--- src/uart_rx_defines.svh ---
`ifndef UART_RX_DEFINES_SVH
`define UART_RX_DEFINES_SVH

`define SAMPLES_NORMAL     5'h10
`define SAMPLES_DOUBLE     5'h08
`define VOTE_FIRST_NORMAL  5'h08
`define VOTE_FIRST_DOUBLE  5'h04
`define VOTE_LAST_NORMAL   5'h0A
`define VOTE_LAST_DOUBLE   5'h06
`define RESTART_DOUBLE     5'h07
`define POS_IDLE           5'h00
`define POS_FIRST          5'h01
`define POS_STEP           5'h01
`define IDX_STEP           4'h1
`define IDX_ZERO           4'h0
`define DATA_CLEAR         9'h000
`define VOTE_CLEAR         3'h0

`endif

--- src/uart_rx_pkg.sv ---
package uart_rx_pkg;

    typedef enum logic [2:0]
    {
        RX_IDLE   = 3'h0,
        RX_START  = 3'h1,
        RX_DATA   = 3'h3,
        RX_PARITY = 3'h2,
        RX_STOP   = 3'h6,
        RX_TAIL   = 3'h7
    } rx_state_e;

    typedef struct packed
    {
        logic       valid;
        logic [8:0] data;
        logic       parity;
        logic       frame_error_flag;
    } rx_frame_s;

    typedef struct packed
    {
        logic       sync_first;
        logic       sync_second;
        rx_state_e  state;
        logic [4:0] pos;
        logic [2:0] vote;
        logic       last;
        logic [3:0] bit_idx;
        rx_frame_s  frame;
    } rx_core_s;

endpackage

--- src/uart_async_rx_recovery.sv ---
`timescale 1ns/10ps
`default_nettype none
`include "uart_rx_defines.svh"

module uart_async_rx_recovery
(
    input  wire logic               core_clk,
    input  wire logic               reset,
    input  wire logic               rx_line,
    input  wire logic               sample_tick,
    input  wire logic               double_speed_select,
    input  wire logic [3:0]         data_bits,
    input  wire logic               parity_enable,
    output var  uart_rx_pkg::rx_frame_s rx_frame
);
    import uart_rx_pkg::*;

    ////////////////////////////////////////////////////////////////////////////

    function automatic logic majority3(input logic [2:0] s);
        majority3 = (s[0] & s[1]) | (s[0] & s[2]) | (s[1] & s[2]);
    endfunction

    // Mode decode: samples per bit and vote window
    function automatic logic [4:0] samples_per_bit(input logic dbl);
        if (dbl)
        begin
            samples_per_bit = `SAMPLES_DOUBLE;
        end
        else
        begin
            samples_per_bit = `SAMPLES_NORMAL;
        end
    endfunction

    function automatic logic [4:0] vote_first_pos(input logic dbl);
        if (dbl)
        begin
            vote_first_pos = `VOTE_FIRST_DOUBLE;
        end
        else
        begin
            vote_first_pos = `VOTE_FIRST_NORMAL;
        end
    endfunction

    function automatic logic [4:0] vote_last_pos(input logic dbl);
        if (dbl)
        begin
            vote_last_pos = `VOTE_LAST_DOUBLE;
        end
        else
        begin
            vote_last_pos = `VOTE_LAST_NORMAL;
        end
    endfunction

    ////////////////////////////////////////////////////////////////////////////

    // Idle line, idle state, empty frame
    localparam rx_core_s idle_core =
    '{
        sync_first:  1'b1,
        sync_second: 1'b1,
        state:       RX_IDLE,
        pos:         `POS_IDLE,
        vote:        `VOTE_CLEAR,
        last:        1'b1,
        bit_idx:     `IDX_ZERO,
        frame:       '{valid: 1'b0, data: `DATA_CLEAR, parity: 1'b0, frame_error_flag: 1'b0}
    };

    rx_core_s cur;
    rx_core_s next_cur;

    always_comb
    begin
        logic [4:0] spb;
        logic [4:0] vote_first;
        logic [4:0] vote_last;
        logic       sample;
        logic       bit_value;
        logic       at_wrap;
        logic       at_vote;
        logic [4:0] here;
        spb        = `SAMPLES_NORMAL;
        vote_first = `VOTE_FIRST_NORMAL;
        vote_last  = `VOTE_LAST_NORMAL;
        sample     = 1'b1;
        bit_value  = 1'b1;
        at_wrap    = 1'b0;
        at_vote    = 1'b0;
        here       = `POS_IDLE;
        next_cur   = cur;
        next_cur.frame.valid = 1'b0;
        // Two-stage synchroniser on the pin
        next_cur.sync_first  = rx_line;
        next_cur.sync_second = cur.sync_first;
        // Mode picks sample count and vote window
        spb        = samples_per_bit(double_speed_select);
        vote_first = vote_first_pos(double_speed_select);
        vote_last  = vote_last_pos(double_speed_select);
        if (sample_tick)
        begin
            sample    = cur.sync_second;
            at_wrap   = (cur.pos == spb);
            // Number of the sample taken on this tick
            here      = at_wrap ? `POS_FIRST : 5'(cur.pos + `POS_STEP);
            at_vote   = (here == vote_last);
            bit_value = majority3({cur.vote[1:0], sample});
            next_cur.last = sample;
            if (cur.state != RX_IDLE)
            begin
                // Sample state numbering within a bit
                next_cur.pos = here;
                if (here >= vote_first && here <= vote_last)
                begin
                    next_cur.vote = {cur.vote[1:0], sample};
                end
            end
            case (cur.state)
                RX_IDLE:
                begin
                    next_cur.pos = `POS_IDLE;
                    if (cur.last && !sample)
                    begin
                        next_cur.pos   = `POS_FIRST;
                        next_cur.state = RX_START;
                        next_cur.vote  = `VOTE_CLEAR;
                    end
                end
                RX_START:
                begin
                    if (at_vote && bit_value)
                    begin
                        // Noise spike, back to edge search
                        next_cur.state = RX_IDLE;
                        next_cur.pos   = `POS_IDLE;
                    end
                    else if (at_wrap)
                    begin
                        // Bit timing now locked to this start bit
                        next_cur.state      = RX_DATA;
                        next_cur.bit_idx    = `IDX_ZERO;
                        next_cur.frame.data = `DATA_CLEAR;
                    end
                end
                RX_DATA:
                begin
                    if (at_vote)
                    begin
                        next_cur.frame.data[cur.bit_idx] = bit_value;
                    end
                    if (at_wrap)
                    begin
                        next_cur.bit_idx = 4'(cur.bit_idx + `IDX_STEP);
                        if (cur.bit_idx == data_bits - `IDX_STEP)
                        begin
                            next_cur.state = parity_enable ? RX_PARITY : RX_STOP;
                        end
                    end
                end
                RX_PARITY:
                begin
                    if (at_vote)
                    begin
                        next_cur.frame.parity = bit_value;
                    end
                    if (at_wrap)
                    begin
                        next_cur.state = RX_STOP;
                    end
                end
                RX_STOP:
                begin
                    if (at_vote)
                    begin
                        next_cur.frame.frame_error_flag = !bit_value;
                        next_cur.frame.valid            = 1'b1;
                        if (double_speed_select)
                        begin
                            next_cur.state = RX_TAIL;
                        end
                        else
                        begin
                            // Rearm at once; further stop bits ignored
                            next_cur.state = RX_IDLE;
                            next_cur.pos   = `POS_IDLE;
                        end
                    end
                end
                RX_TAIL:
                begin
                    if (here == `RESTART_DOUBLE)
                    begin
                        next_cur.state = RX_IDLE;
                        next_cur.pos   = `POS_IDLE;
                    end
                end
                default:
                begin
                    next_cur.state = RX_IDLE;
                    next_cur.pos   = `POS_IDLE;
                end
            endcase
        end
    end

    always_ff @(posedge core_clk or posedge reset)
    begin
        if (reset)
        begin
            cur <= idle_core;
        end
        else
        begin
            cur <= next_cur;
        end
    end

    assign rx_frame = cur.frame;

endmodule
`default_nettype wire

--- config.mk ---
export PLATFORM = sky130hd
export DESIGN_NAME = uart_async_rx_recovery
export DESIGN_NICKNAME = d
export VERILOG_FILES = /design/src/uart_rx_pkg.sv /design/src/uart_async_rx_recovery.sv
export VERILOG_INCLUDE_DIRS = /design/src
export SDC_FILE = /design/constraint.sdc
export NUM_CORES = 1
export LEC_CHECK = 0
export BUFFER_PORTS_ARGS = -buffer_cell sky130_fd_sc_hd__buf_2
export CORE_UTILIZATION = 45
export DETAILED_ROUTE_END_ITERATION = 6
export GPL_TIMING_DRIVEN = 0
export SLEW_MARGIN = 20
export SYNTH_ARGS = -nofsm -noshare
export SYNTH_HDL_FRONTEND = slang
export SYNTH_SLANG_ARGS = --single-unit
--- constraint.sdc ---
create_clock -name core_clk -period 4.6 [get_ports core_clk]
set_clock_uncertainty 0.15 [all_clocks]
set_input_delay 0.69 -clock core_clk [delete_from_list [all_inputs] [get_ports core_clk]]
set_output_delay 0.69 -clock core_clk [all_outputs]
set_load 0.1 [all_outputs]
After elaboration in Yosys (flattened, before gate mapping)
Index checks and enable logic that the tools add are counted.
{ "word_totals": {"input_bits": 10, "output_inout_bits": 12, "reg_bits": 30, "word_cells": 96} }
{ "classes": {"n_lt_le_gt_ge": 4, "n_addsub": 3, "n_eq_ne": 19, "muxes": 39, "bitwise_logic": 5, "n_reduce_logical": 15} }
{ "op_table": {"columns": ["operator", "n"], "rows": [
  ["two-way mux 3 bit", 9],
  ["two-way mux 9 bit", 3],
  ["one-hot mux 5 bit (5 select lines)", 1],
  ["two-way mux 8 bit", 3],
  ["two-way mux 4 bit", 5],
  ["two-way mux 5 bit", 4],
  ["!= test 2 bit (second input constant)", 9],
  ["one-hot mux 3 bit (6 select lines)", 1],
  ["one-hot mux 9 bit (2 select lines)", 1],
  ["two-way mux 12 bit", 1],
  ["two-way mux 11 bit", 1],
  ["== test 5 bit", 2],
  ["AND reduction 5 bit", 2],
  ["bitwise mux 9 bit", 1],
  ["one-hot mux 4 bit (2 select lines)", 1],
  ["AND reduction 8 bit", 1],
  ["two-way mux 1 bit", 7],
  ["== test 3 x 2 -> 1 bit (second input constant)", 2],
  ["== test 3 bit (second input constant)", 2],
  ["AND reduction 3 bit", 2],
  ["adder 5 x 1 -> 5 bit (second input constant)", 1],
  ["== test 5 x 3 -> 1 bit (second input constant)", 1],
  [">= comparator 5 bit", 1],
  ["<= comparator 5 bit", 1],
  ["16 further kinds", 23]
]} }

Depth between registers and ports, before layout
Gate-level depths: netlist of run 1.
{ "logic_depth": {"ltp_word": 10, "depth_mapped": 12, "mapped_depth_nobuf": 12} }

Worst setup path before layout of run 1
OpenSTA, ideal clock, no wires.
{ "synth_path": {"path_kind": "input-to-reg", "startpoint": "in double_speed_select", "endpoint": "reg cur[20] (netlist name)", "t_arrival_ps": 2639, "n_path_buf": 0, "t_required_ps": 4324, "setup_time_ps": 126, "path_slack_ps": 1685, "stages": 10, "cell_sequence": "nor3b_1 o21a_1 nor2_1 ha_1 and4_1 o21ai_1 nor2_2 a21oi_1 a211o_1 a221o_1"} }
{ "synth_via": {"elab_chain_len": 7, "elab_cells_between_ends": 13, "classes_between": "eq/ne: 3; mux: 9; reduce/logical: 1"} }
{ "synth_rtl": {"columns": ["item", "line_no", "rtl"], "rows": [
  ["start: declaration", "uart_async_rx_recovery.sv:11", "input wire logic double_speed_select,"],
  ["two-way mux 5 bit", "uart_async_rx_recovery.sv:26", "if (dbl)"],
  ["== test 5 bit", "uart_async_rx_recovery.sv:106", "at_wrap = (cur.pos == spb);"],
  ["two-way mux 5 bit", "uart_async_rx_recovery.sv:108", "here = at_wrap ? `POS_FIRST : 5'(cur.pos + `POS_STEP);"],
  ["== test 5 bit or two-way mux 8 bit (tied branches)", "uart_async_rx_recovery.sv:109, uart_async_rx_recovery.sv:112", null],
  ["logical AND 1 bit or two-way mux 5 bit (tied branches)", "uart_async_rx_recovery.sv:134, uart_async_rx_recovery.sv:180", null],
  ["two-way mux 5 bit or two-way mux 8 bit (tied branches)", "uart_async_rx_recovery.sv:134, uart_async_rx_recovery.sv:176", null],
  ["one-hot mux 5 bit (5 select lines) *", "uart_async_rx_recovery.sv:121", "case (cur.state)"],
  ["end signal: assignment", "uart_async_rx_recovery.sv:213", "cur <= idle_core;"],
  ["end signal: assignment", "uart_async_rx_recovery.sv:217", "cur <= next_cur;"],
  ["end: declaration", "uart_async_rx_recovery.sv:73", "rx_core_s cur;"]
]} }
Every way passes the cells marked *; elsewhere a longest branch is shown, timed or not. The select of a mux whose other input is x is not followed.
A chain may end at the register's enable or synchronous reset.

Worst setup path after layout of run 1
{ "layout_path": {"startpoint": "reg cur[20] (netlist name)", "endpoint": "reg cur, in the netlist rx_frame[9]"} }
{ "layout_via": {"elab_chain_len": 6, "elab_cells_between_ends": 9, "classes_between": "add/sub: 1; eq/ne: 5; mux: 1; reduce/logical: 2"} }
{ "layout_rtl": {"columns": ["item", "line_no", "rtl"], "rows": [
  ["adder 5 x 1 -> 5 bit (no line) or == test 5 bit (tied branches)", null, null],
  ["two-way mux 5 bit", "uart_async_rx_recovery.sv:108", null],
  ["== test 5 bit", "uart_async_rx_recovery.sv:109", "at_vote = (here == vote_last);"],
  ["logical AND 1 bit", "uart_async_rx_recovery.sv:134", "if (at_vote && bit_value)"],
  ["!= test 2 bit (no line)", null, null],
  ["AND reduction 5 bit (no line) *", null, null]
]} }
Every way passes the cells marked *; elsewhere a longest branch is shown, timed or not.

==> flow_summary.toml, run 1 <==
[clock_tree]
cts_root_buffer = "clkbuf_8"
clk_pin_slew_ns = 0.06
cts_resized = 0
insertion_delay_ns = 0.28
numCtsBuffers = 5
cts_tree = "built"
cts_hold_buf = 0
post_cts_buffers = 0
ctsHtreeMaxLevel = 2
cts_max_path_buffers = 2
cts_sinks = 29

[worst_setup_path]
endpoint_kind = "flip-flop"
crit_required_ns = 4.68
path_max_fanout = 7
startpoint_type = "flip-flop"
crit_type = "flip-flop to flip-flop"
crit_arrival_ns = 3.46

[placement]
place_hpwl_mm = 3.25
port_buffers = 20
dp_cells = 304
gp_congestion = 0.862
pre_cts_ws_ns = 1.12

[timing]
worst_pin_slew_ns = 0.952
fin_crit_sh = 0.736
fmax_mhz = 295
period_needed_ns = 3.38
setup-violations-final = 0
drv_slew = 0
setup_slack_ns = 1.22
slew_headroom = 0.356
finalHoldViolCount = 0
setup_tns_ns = 0
rsz0062_at_grt = "no"

[synth]
synth_flop_cell = "dfrtp_1"
syn-instance-count = 232
synth_area_leaders = "dfrtp_1 31%, ha_1 7.2%, buf_4 4.7%"
synth_common_cells = "26 x dfrtp_1, 19 x o21ai_0, 15 x nand2_1, 14 x a21oi_1, 14 x nor2_1"
syn_nets = 254
yosysMostFrequentCell = "dfrtp_1"
synth_edf_count = 0
ys_ff_latch = 29
synth.top_cell.area_share = 0.311
synth_area_per_cell_um2 = 9.01
synth_cell_types = 57
async_flop_share = 1.00
yosys.area.top_type = "dfrtp_1"
yosys_warnings = 0
yosysSeqAreaShare = 0.349
netlist_area_um2 = 2090

[power_and_ir_drop]
p_seq_frac = 0.328
p_int_uw = 586
p_leak_nw = 1.16
p_total_uw = 973
clkPwrFrac = 0.236
p_per_area_nw_per_um2 = 413
ir_worst_vdd_v = 0.000255
switching_share = 0.398
power_frac_comb = 0.436
p_switching_uw = 387

[hold_path]
min_path_type = "flip-flop to flip-flop"

[finish]
finalNonFillerCells = 312
drive_gt1_frac = 0.265
n_fill_cell = 436
num_antenna_cells = 0
register_area_um2 = 729
post-route-util = 0.534
multi_input_area_um2 = 1160
area_growth_pct = 12.8
nets = 281

[detailed_routing]
antenna_left = 0
avgRoutedWirePerCell_um = 14.1
vias = 1730
wirelength_mm = 4.38
firstDrtPassIters = 4
vias_per_cell = 5.54
drt_first_iter_violations = 112
drc_errors = 0

[global_routing]
grt_usage = 0.193
grt_first_pass_wirelength_mm = 7.46
grt_max_degree = 30
overflow = 0
grt_pass1_vias = 1559
antenna_found_initial = 0

[die]
fp.dieW_um = 70.1
initial_core_util = 0.473
core-area_um2 = 4410
die_h_um = 70.1
placementRows = 24
die-area_um2 = 4920
io_pins = 22

[flow_run]
max_cap_viol_count = 0

[status]
status = "complete, no violations"
-- flip-flops by register name, indices dropped and copies added (netlist names) --
register,cells
cur,17
rx_frame,12
-- per-layer routing --
| metal | routed length [um] | up-vias | global-route usage |
|---|---|---|---|
| li1 | - | 870 | - |
| met2 | 1890 | 43 | 0.282 |
| met1 | 2260 | 811 | 0.281 |
| met4 | 68 | 0 | 0.0800 |
| met3 | 170 | 6 | 0.0346 |
| met5 | 0 | - | 0 |
-- path summary, 6_finish.rpt --
check	startpoint	slack (ns)	cells after the start	end
worst max register to register	cur[20]	1.22	12	rx_frame[9]
min in group asynchronous	reset	0.33	2	rx_frame[4]
worst min register to register	cur[29]	0.20	0	cur[28]
worst min-delay path	cur[29]	0.20	0	cur[28]
max in group asynchronous	reset	3.56	2	cur[17]
worst max-delay path	cur[20]	1.22	12	rx_frame[9]
-- critical path, stage by stage, from the launching register on --
cell and delay [ns]:
dfrtp_1 0.46, inv_1 0.13, ha_1 0.24, nand2_1 0.07
o311ai_1 0.22, mux2i_1 0.20, ha_1 0.36, and4_1 0.21
o21ai_1 0.14, nor2_2 0.23, nand4_1 0.21, nor3b_1 0.51
a21bo_1 0.19
-- cell families (layout without fill, tap and decap cells) --
| group | count (synthesis) | after routing | share of synthesized area |
|---|---|---|---|
| xor+xnor | 7 | 7 | 0.0293 |
| fa+ha+maj | 14 | 14 | 0.0814 |
| compound gates | 69 | 69 | 0.232 |
| mux | 5 | 5 | 0.0263 |
| simple gates | 70 | 70 | 0.184 |
| flops | 29 | 29 | 0.349 |
| buf+inv | 38 | 66 | 0.0976 |
-- cell type report --
cell class | count | share of cell area
buffer | 24 | 0.0643
inverter | 14 | 0.0223
multi-input combinational | 165 | 0.491
tap | 52 | 0.0276
sequential | 29 | 0.310
timing repair buffer | 20 | 0.0425
clock buffer | 7 | 0.0409
clock inverter | 1 | 0.00212
-- metrics by stage --
step                hold WS, ns  instance area (um2)
finish                    0.205                 2360
global route              0.208                 2360
CTS                       0.208                 2360
detailed placement        0.199                 2250
global placement          0.199                 2250
floorplan                 0.195                 2090
-- cells in the final DEF, fill, tap and decap left out, types with 5 or more instances in the layout --
cell	instances
ha_1	12
nor2_1	14
a21oi_1	14
clkbuf_8	7
dfrtp_1	26
nor3_1	5
clkbuf_1	6
nand3_1	8
nand2_1	15
buf_4	13
buf_2	24
xor2_1	5
o21ai_0	19
nor2b_1	6
inv_1	12
-- power by group through the flow --
stage | registers (mW) | logic (mW) | clock network, mW
after floorplan | 0.315 | 0.340 | 0
after global placement | 0.323 | 0.422 | 0
after detailed placement | 0.323 | 0.419 | 0
after CTS | 0.319 | 0.422 | 0.237
after global routing | 0.324 | 0.467 | 0.247
final | 0.319 | 0.424 | 0.230
No activity file was read; power rests on OpenSTA's default activity.
==> run 2, diff against run 1 <==
- PLACE_DENSITY: unset -> 0.66
- clock period: 4.6 -> 2.8 ns (I/O delays scaled with it)
==> flow_summary.toml, run 2 (synthesized netlist as in run 1, its figures left out) <==
[status]
violations = "negative setup slack"
status = "finished, violations left"

[worst_setup_path]
r2r_cells = 11
crit_required_ns = 2.84
cp_cell_sequence = "inv_2 > ha_4 > nand2_2 > o311ai_2 > mux2i_1 > ha_1 > a21oi_2 > or4b_4 > a221oi_4 > nand2_1 > o32ai_2"
endpoint_kind = "flip-flop"
crit_arrival_ns = 3.01
max_stage_delay_ns = 0.48
cp_top_family = "compound AO/OA/AOI/OAI gates"
r2r_start = "cur[21]"
timing.rr.end = "cur[18]"
r2r_setup_slack_ns = -0.16
startpoint_type = "flip-flop"
crit_buf_inv = 1
path_max_fanout = 4
slowest_stage = "or4b_4"
crit_type = "flip-flop to flip-flop"

[detailed_routing]
antenna_left = 0
wirelength_mm = 4.66
vias_per_cell = 5.55
vias = 1810
drt_first_iter_violations = 88
avgRoutedWirePerCell_um = 14.3
firstDrtPassIters = 4
drc_errors = 0

[global_routing]
grt_max_degree = 30
grt_first_pass_wirelength_mm = 8.02
antenna_found_initial = 0
grt_usage = 0.208
grt_pass1_vias = 1721
overflow = 0

[finish]
area_growth_pct = 23.6
final_cell_mix = "25 x dfrtp_1, 24 x buf_4, 24 x buf_2"
final_cell_area_um2 = 2580
largest_reg_flops = 17
regMostFlops = "cur"
num_antenna_cells = 0
layout_commonest_cell = "dfrtp_1"
post-route-util = 0.585
drive_gt1_frac = 0.369
nets = 295

[timing]
slew_headroom = 0.421
drv_slew = 0
fmax_mhz = 337
finalHoldViolCount = 0
period_needed_ns = 2.96
rsz0062_at_grt = "yes"
setup-violations-final = 17
worst_pin_slew_ns = 0.856
fin_crit_sh = 1.06
hold-worst-slack_ns = 0.0531
setup_slack_ns = -0.165

[placement]
gp_congestion = 0.855
port_buffers = 20
pre_cts_ws_ns = -0.414
place_hpwl_mm = 3.22
place_area_um2 = 2270

[clock_tree]
insertion_delay_ns = 0.28
cts_hold_buf = 0
cts_sinks = 29
clk_pin_slew_ns = 0.07
cts_root_buffer = "clkbuf_8"
numCtsBuffers = 5
ctsHtreeMaxLevel = 2
cts_tree = "built"
cts_max_path_buffers = 2

[die]
die-area_um2 = 4920
core-area_um2 = 4410
fp.dieW_um = 70.1
io_pins = 22
die_h_um = 70.1
placementRows = 24
initial_core_util = 0.473

[power_and_ir_drop]
switching_share = 0.406
clkPwrFrac = 0.191
ir_worst_vdd_v = 0.000616
power_frac_comb = 0.517
p_int_mw = 1.05
p_seq_frac = 0.293
p_leak_nw = 1.26
p_per_area_nw_per_um2 = 687
p_switching_uw = 720

[hold_path]
min_path_type = "input pin to asynchronous set/reset pin"

[flow_run]
max_cap_viol_count = 0
==> run 2: cell count changes in the layout (fill, tap and decap cells not counted), sizes merged <==
cell / delta
buf: +14
clkinv: +1
clkbuf: -1
==> run 2: how the worst max path moves through the flow <==
stage / startpoint / endpoint / slack (ns) / cells past startpoint
6_report: cur[21] / cur[18] / -0.16 / 11
5_1_grt: cur[21] / cur[18] / -0.35 / 11
4_1_cts: cur[20] / cur[18] / -0.16 / 11
3_5_place_dp: cur[20] / rx_frame[8] / -0.41 / 12
3_3_place_gp: cur[20] / rx_frame[9] / -0.41 / 12
2_1_floorplan: cur[20] / cur[18] / -0.009 / 11
==> run 2: what timing repair did <==
action,4_1_cts,5_1_grt
setup buffers,11,3
gates resized for setup,13,20
pin swaps,19,17
setup endpoints to repair,19,20
==> run 2: metrics by stage <==
stage / cells / total power [mW] / TNS (ns)
floorplan: 232 / 1.09 / -0.00914
global placement: 304 / 1.24 / -5.63
detailed placement: 304 / 1.24 / -5.64
CTS: 323 / 1.70 / -0.910
global route: 326 / 1.90 / -4.88
finish: 326 / 1.77 / -1.66
==> run 2: per-layer routing <==
| layer | wire length, um | vias to the layer above | track usage | part of all wire |
|---|---|---|---|---|
| met4 | 46 | 0 | 0.0933 | 0.0099 |
| met2 | 2350 | 48 | 0.338 | 0.50 |
| met1 | 2040 | 857 | 0.262 | 0.44 |
| met5 | 0 | - | 0 | 0 |
| li1 | - | 901 | - | - |
| met3 | 219 | 4 | 0.0476 | 0.047 |
==> run 2: worst register-to-register path: cells and delay by family, from the launching register on <==
kind	cells	cell delay (ns)
AO/OA/AOI/OAI	4	0.91
AND/OR/NAND/NOR	3	0.64
adder cells (fa/ha/maj)	2	0.51
flip-flops	1	0.42
buffers and inverters	1	0.09
multiplexers	1	0.15
==> run 2: power groups by stage <==
stage / logic [mW] / registers, mW / clock network [mW]
after floorplan: 0.574 / 0.519 / 0
after global placement: 0.706 / 0.530 / 0
after detailed placement: 0.710 / 0.532 / 0
after CTS: 0.835 / 0.521 / 0.345
after global routing: 1.00 / 0.528 / 0.371
final: 0.916 / 0.519 / 0.338
==> run 2: final cells by class <==
| class | instances | area (um2) |
|---|---|---|
| fillers | 394 | 1830 |
| well taps | 52 | 65.1 |
| clock inverters | 2 | 10.0 |
| multi-input cells | 165 | 1280 |
| clock buffers | 6 | 72.6 |
| inverters | 14 | 52.6 |
| repair buffers | 34 | 216 |
| flip-flops and latches | 29 | 731 |
| plain buffers | 24 | 151 |
